`src/hdl/oag_cfg.svh`:
```
// constants for operand address generation
`ifndef OAG_CFG_SVH
`define OAG_CFG_SVH
`define OAG_RST_ADDR 20'h00000
`define OAG_LOW_PAGE 4'h0
`define OAG_INC_BYTE 20'h00001
`define OAG_INC_WORD 20'h00002
`define OAG_INC_AWORD 20'h00004
`define OAG_IMM_PC_STEP 20'h00002
`define OAG_PAIR_STEP 20'h00002
`define OAG_AL_BW_AWORD 2'h1
`define OAG_AL_BW_BYTE 2'h3
`define OAG_BYTE_MASK 20'h000ff
`define OAG_LEN_BASE 3'h1
`endif

```
`src/hdl/oag_pkg.sv`:
```
// types for operand address generation
package oag_pkg;
  typedef enum logic [2:0] {
    MODE_INDEXED,
    MODE_SYMBOLIC,
    MODE_ABSOLUTE,
    MODE_INDIRECT,
    MODE_AUTOINC,
    MODE_IMMEDIATE
  } mode_e;

  typedef enum logic [1:0] {
    SZ_BYTE,
    SZ_WORD,
    SZ_AWORD
  } size_e;

  typedef struct packed {
    mode_e mode;
    logic is_dst;
    logic ext;
    logic al;
    logic bw;
    logic [3:0] ext_nib;
    logic [15:0] idx;
    logic [19:0] idx_addr;
    logic [3:0] rnum;
    logic [19:0] rval;
    logic cg_hit;
    logic [19:0] cg_val;
    logic oth_words;
  } req_s;

  typedef struct packed {
    logic [19:0] addr;
    logic [19:0] addr_hi;
    logic [19:0] imm;
    logic is_imm;
    logic is_mem;
    logic pair;
    logic reg_we;
    logic [19:0] reg_val;
    logic pc_we;
    logic [19:0] pc_next;
    logic [2:0] len;
    logic err;
  } res_s;
endpackage

```
`src/hdl/operand_address_generator.sv`:
```
// operand address and constant generation for one operand
`timescale 1ns/10ps
`include "oag_cfg.svh"
module operand_address_generator (
  input wire logic i_clk,
  input wire logic i_sys_rst,
  input wire logic i_ce,
  input wire logic i_req,
  input wire oag_pkg::req_s i_op,
  output logic o_valid,
  output oag_pkg::res_s o_res
);

  // ==========================================
  // size and increment decode
  function automatic oag_pkg::size_e size_of(input logic ext, input logic al,
                                             input logic bw);
    if (ext && ({al, bw} == `OAG_AL_BW_AWORD)) begin
      return oag_pkg::SZ_AWORD;
    end else if (bw) begin
      return oag_pkg::SZ_BYTE;
    end else begin
      return oag_pkg::SZ_WORD;
    end
  endfunction

  function automatic logic [19:0] step_of(input oag_pkg::size_e sz);
    unique case (sz)
      oag_pkg::SZ_BYTE: return `OAG_INC_BYTE;
      oag_pkg::SZ_WORD: return `OAG_INC_WORD;
      oag_pkg::SZ_AWORD: return `OAG_INC_AWORD;
      default: return `OAG_INC_WORD;
    endcase
  endfunction

  // ==========================================
  // state
  logic vld_q;
  oag_pkg::res_s res_q;
  oag_pkg::res_s res_d;
  logic fwd_vld_q;
  logic fwd_vld_d;
  logic [3:0] fwd_num_q;
  logic [19:0] fwd_val_q;

  wire go = i_ce & i_req;
  wire oag_pkg::mode_e mode = i_op.mode;
  wire oag_pkg::size_e sz = size_of(i_op.ext, i_op.al, i_op.bw);
  wire is_rel = (mode == oag_pkg::MODE_SYMBOLIC) || (mode == oag_pkg::MODE_INDEXED);
  wire is_abs = (mode == oag_pkg::MODE_ABSOLUTE);
  wire is_ind = (mode == oag_pkg::MODE_INDIRECT);
  wire is_inc = (mode == oag_pkg::MODE_AUTOINC);
  wire is_imm = (mode == oag_pkg::MODE_IMMEDIATE);

  // ==========================================
  // base selection
  // forward incremented source register
  wire use_fwd = i_op.is_dst & fwd_vld_q & (i_op.rnum == fwd_num_q);
  wire [19:0] reg_eff = use_fwd ? fwd_val_q : i_op.rval;
  // pc base is index word address
  wire [19:0] base = (mode == oag_pkg::MODE_SYMBOLIC) ? i_op.idx_addr : reg_eff;
  wire low_base = (base[19:16] == `OAG_LOW_PAGE);

  // ==========================================
  // relative address
  // index sign-extended, or topped by the extension nibble when extended
  wire [19:0] full_idx = i_op.ext ? {i_op.ext_nib, i_op.idx} : {{4{i_op.idx[15]}}, i_op.idx};
  // full 20-bit sum keeps pc top
  wire [19:0] rel_sum = base + full_idx;
  wire [19:0] rel_addr = (!i_op.ext && low_base) ? {`OAG_LOW_PAGE, rel_sum[15:0]} : rel_sum;

  // ==========================================
  // absolute and immediate values
  // plain absolute in low page
  wire [19:0] abs_addr = i_op.ext ? {i_op.ext_nib, i_op.idx} : {`OAG_LOW_PAGE, i_op.idx};
  wire [19:0] imm_word = (sz == oag_pkg::SZ_BYTE) ? (abs_addr & `OAG_BYTE_MASK) : abs_addr;
  wire [19:0] imm_val = i_op.cg_hit ? i_op.cg_val : imm_word;

  // ==========================================
  // register updates
  // size-dependent increment
  wire [19:0] inc_val = reg_eff + step_of(sz);
  // pc steps by two after constant
  wire [19:0] pc_after = i_op.idx_addr + `OAG_IMM_PC_STEP;

  // ==========================================
  // length
  // constant generator omits the word
  wire op_word = is_rel | is_abs | (is_imm & ~i_op.cg_hit);
  wire [2:0] len = `OAG_LEN_BASE + {2'h0, i_op.ext} + {2'h0, op_word} + {2'h0, i_op.oth_words};

  // ==========================================
  // operand result
  // indirect refused for destination
  wire bad_dst = i_op.is_dst & (is_ind | is_inc | is_imm);
  wire mem_op = ~is_imm & ~bad_dst;
  wire [19:0] op_addr = is_rel ? rel_addr : (is_abs ? abs_addr : reg_eff);

  always_comb begin
    res_d = '0;
    res_d.err = bad_dst;
    res_d.len = len;
    res_d.is_mem = mem_op;
    res_d.is_imm = is_imm & ~bad_dst;
    res_d.imm = (is_imm && !bad_dst) ? imm_val : `OAG_RST_ADDR;
    res_d.addr = mem_op ? op_addr : `OAG_RST_ADDR;
    // second word of a 20-bit operand
    res_d.pair = mem_op & (sz == oag_pkg::SZ_AWORD);
    res_d.addr_hi = res_d.pair ? op_addr + `OAG_PAIR_STEP : `OAG_RST_ADDR;
    res_d.reg_we = is_inc & ~bad_dst;
    res_d.reg_val = res_d.reg_we ? inc_val : `OAG_RST_ADDR;
    res_d.pc_we = is_imm & ~bad_dst & ~i_op.cg_hit;
    res_d.pc_next = res_d.pc_we ? pc_after : `OAG_RST_ADDR;
  end

  always_comb begin
    fwd_vld_d = fwd_vld_q;
    if (i_op.is_dst) begin
      fwd_vld_d = 1'b0;
    end else begin
      fwd_vld_d = is_inc;
    end
  end

  // ==========================================
  // registers
  always_ff @(posedge i_clk) begin
    if (i_sys_rst) begin
      vld_q <= 1'b0;
      res_q <= '0;
      fwd_vld_q <= 1'b0;
      fwd_num_q <= 4'h0;
      fwd_val_q <= `OAG_RST_ADDR;
    end else if (i_ce) begin
      vld_q <= i_req;
      if (i_req) begin
        res_q <= res_d;
        fwd_vld_q <= fwd_vld_d;
        fwd_num_q <= i_op.rnum;
        fwd_val_q <= inc_val;
      end
    end
  end

  assign o_valid = vld_q & i_ce;
  assign o_res = res_q;
endmodule

```
`config.mk`:
```
export PLATFORM = sky130hd
export DESIGN_NAME = operand_address_generator
export DESIGN_NICKNAME = d
export VERILOG_FILES = /design/src/hdl/oag_pkg.sv /design/src/hdl/operand_address_generator.sv
export VERILOG_INCLUDE_DIRS = /design/src /design/src/hdl
export SDC_FILE = /design/constraint.sdc
export NUM_CORES = 1
export LEC_CHECK = 0
export BUFFER_PORTS_ARGS = -buffer_cell sky130_fd_sc_hd__buf_2
export CAP_MARGIN = 20
export CORE_ASPECT_RATIO = 0.75
export CORE_UTILIZATION = 30
export CTS_CLUSTER_SIZE = 10
export DETAILED_ROUTE_END_ITERATION = 8
export GPL_TIMING_DRIVEN = 0
export PLACE_DENSITY = 0.57
export SLEW_MARGIN = 10
export SYNTH_ARGS = -nofsm -noshare
export SYNTH_HDL_FRONTEND = slang
export SYNTH_SLANG_ARGS = --single-unit
```
`constraint.sdc`:
```
create_clock -name i_clk -period 6.85 [get_ports i_clk]
set_input_delay 0.3425 -clock i_clk [delete_from_list [all_inputs] [get_ports i_clk]]
set_output_delay 0.3425 -clock i_clk [all_outputs]
set_load 0.01 [all_outputs]
```
==> results.json <==
{
  "grt_pass1_vias": 8663,
  "final_nets": 1445,
  "crit_fanout": 10,
  "grt_overflow_total": 0,
  "drive_above_1_share": 0.220,
  "cts.path.max_buffers": 2,
  "cp.required_ns": 7.16,
  "final_cell_area_sq_um": 10500,
  "r2r_setup_slack_ns": 0.53,
  "coreArea_sq_um": 27300,
  "grt_pass1_wl_mm": 53.5,
  "initial_core_util": 0.309,
  "cts_max_level": 4,
  "clock_skew_ns": 0.0207,
  "drt_iter0_drc": 829,
  "p_per_area_nw_per_um2": 215,
  "hold_path.class": "in2reg",
  "seqCellArea_sq_um": 2700,
  "ys_seq_area_frac": 0.321,
  "ys_ff_latch": 135,
  "worstMarginPinSlew_ns": 1.01,
  "synth_top_area_frac": 0.321,
  "yosysWarnings": 0,
  "cts_root_buf": "clkbuf_16",
  "io_buffers": 204,
  "drtAntennaViolNets": 0,
  "relSlewSlack": 0.328,
  "synth_top_area_cell": "dfxtp_1",
  "cp-end-kind": "flop",
  "multiInputGateArea_sq_um": 5400,
  "antennaDiodeCount": 0,
  "cts_sinks": 135,
  "power_leakage_nw": 4.52,
  "async_flop_share": 0,
  "fin_crit_sh": 0.922,
  "instances_no_fill": 1682,
  "num_vias": 9236,
  "cts_buffers": 17,
  "syn-num-nets": 1218,
  "synth_area_sq_um": 8420,
  "postCtsSetupBuffers": 0,
  "grt_max_degree": 17,
  "track_usage": 0.252,
  "fin_setup_tns_ns": 0,
  "r2r-start": "fwd_vld_q$_SDFFE_PP0P_",
  "slew_viol_final": 0,
  "via_per_inst": 5.49,
  "ff2ff_path_depth": 20,
  "cts_tree": "yes",
  "irDropWorstVdd_v": 0.000180,
  "synthCells": 1092,
  "placedCellCount": 1650,
  "avgSynthCellArea_sq_um": 7.71,
  "netlist-cell-type-count": 84,
  "clock.fmax_mhz": 158,
  "area_delta_synth_final_pct": 25.0,
  "maxCapViolCount": 0,
  "startpoint": "fwd_vld_q$_SDFFE_PP0P_",
  "clk_pin_slew_ns": 0.07,
  "worstPathArrival_ns": 6.63,
  "dieArea_sq_um": 28700,
  "r2r-end": "o_res[88]$_SDFFE_PP0P_",
  "drc": 0,
  "ys.flop_type": "dfxtp_1",
  "synthTopCellsByArea": "dfxtp_1 (32%), nor2_1 (7.4%), a22oi_1 (6.9%), a21oi_1 (6.3%), nand2_1 (5.6%)",
  "ioPinCount": 207,
  "rows": 52,
  "outcome": "complete, no violations",
  "dp_hpwl_mm": 29.3,
  "hold_violations": 0,
  "firstDrtPassIters": 6,
  "crit_end": "o_res[88]$_SDFFE_PP0P_",
  "post_cts_resized": 0,
  "drt-total-wl_mm": 36.3,
  "rsz0062_at_grt": "no",
  "cp-start-kind": "flop",
  "critical_path_class": "reg2reg",
  "antenna_found_initial": 2,
  "chipHeight_um": 147,
  "gp_congestion": 0.955,
  "setup_viol": 0,
  "clk_latency_ns": 0.44,
  "fp.dieW_um": 195,
  "final.min_clock_period_ns": 6.32,
  "dpl-instance-area_sq_um": 9920,
  "nFillCells": 2911,
  "synth-edff-count": 0,
  "wl_per_cell_um": 21.6,
  "hold_buffers": 0
}
## stage by stage
step / hold slack [ns] / utilization / worst slack, ns / power [mW]
floorplan: 0.436 / - / 2.14 / 1.14
global placement: 0.440 / 0.362 / 0.631 / 1.32
detailed placement: 0.448 / 0.364 / 0.585 / 1.32
CTS: 0.159 / 0.386 / 0.751 / 2.27
global route: 0.176 / 0.386 / 0.288 / 2.36
finish: 0.174 / 0.386 / 0.532 / 2.27
## report_power, final
group / internal, mW / switching (mW)
clock: 0.579 / 0.377
sequential: 0.805 / 0.0146
combinational: 0.174 / 0.318
total: 1.56 / 0.709
## final cells by class
| cell class | instances | area share |
|---|---|---|
| Timing Repair Buffer | 208 | 0.0996 |
| Inverter | 18 | 0.00642 |
| Buffer | 68 | 0.0258 |
| Clock inverter | 12 | 0.0146 |
| Tap cell | 351 | 0.0417 |
| Sequential cell | 135 | 0.257 |
| Clock buffer | 19 | 0.0421 |
| Multi-Input combinational cell | 871 | 0.513 |
## critical path, stage by stage, from the launching register on
cell and delay, ns:
dfxtp_1 0.51, nand2_1 0.18, nor4_4 0.66, nand2_2 0.28, buf_2 0.29, buf_2 0.26
mux2i_1 0.22, a21oi_1 0.19, ha_1 0.22, inv_1 0.07, fa_1 0.43, nand2b_1 0.19
a211oi_1 0.46, o21ai_1 0.34, a31o_2 0.29, or3_4 0.37, nor4_2 0.41, and3b_1 0.33
nand3_1 0.13, xnor2_1 0.15, a22o_1 0.19
## metal layers
| metal | up-vias | wire length [um] | GRT usage |
|---|---|---|---|
| met5 | - | 11 | 0 |
| met4 | 2 | 635 | 0.0634 |
| met3 | 45 | 4090 | 0.0989 |
| met2 | 431 | 14700 | 0.355 |
| met1 | 4380 | 16900 | 0.353 |
| li1 | 4378 | - | - |
## Yosys cell counts, drive strengths merged (11+ instances only)
cell type,number
a21oi,107
a22o,11
a22oi,77
and2,12
buf,22
clkbuf,46
dfxtp,135
ha,27
inv,18
mux2,11
mux2i,16
nand2,127
nand3,33
nor2,167
nor3,23
nor4,16
o21ai,40
xnor2,41
xor2,24
## logic make-up after synthesis
| family | after synthesis | share of synthesized area |
|---|---|---|
| fa+ha+maj | 29 | 0.0449 |
| compound gates | 310 | 0.241 |
| buf+inv | 86 | 0.0403 |
| flops | 135 | 0.321 |
| mux | 27 | 0.0337 |
| simple gates | 440 | 0.251 |
| xor+xnor | 65 | 0.0685 |
## registers in the layout (all words and copies together), names as in the netlist
name       cells
fwd_num_q      4
fwd_vld_q      1
fwd_val_q     20
vld_q          1
o_res        109
## worst min path at each step
| stage | from | end | slack [ns] | cells past startpoint |
|---|---|---|---|---|
| global route | i_op[45] | fwd_num_q[3]$_SDFFE_PP0P_ | 0.18 | 3 |
| finish | i_op[45] | fwd_num_q[3]$_SDFFE_PP0P_ | 0.17 | 3 |
| CTS | i_op[45] | fwd_num_q[3]$_SDFFE_PP0P_ | 0.16 | 3 |
| global placement | o_res[25]$_SDFFE_PP0P_ | o_res[25]$_SDFFE_PP0P_ | 0.44 | 2 |
| detailed placement | o_res[1]$_SDFFE_PP0P_ | o_res[1]$_SDFFE_PP0P_ | 0.45 | 2 |
| floorplan | fwd_val_q[0]$_SDFFE_PP0P_ | fwd_val_q[0]$_SDFFE_PP0P_ | 0.44 | 2 |
## cells in the final DEF, fill, tap and decap left out, types with 24 or more instances in the layout
master	n
a22oi_1	77
nand2_1	126
dfxtp_1	135
a21oi_1	106
o21ai_0	36
xor2_1	24
nor2_1	166
buf_2	217
clkbuf_1	47
ha_1	27
nand3_1	33
xnor2_1	40
Note: power is estimated with default switching activity, not from simulation.
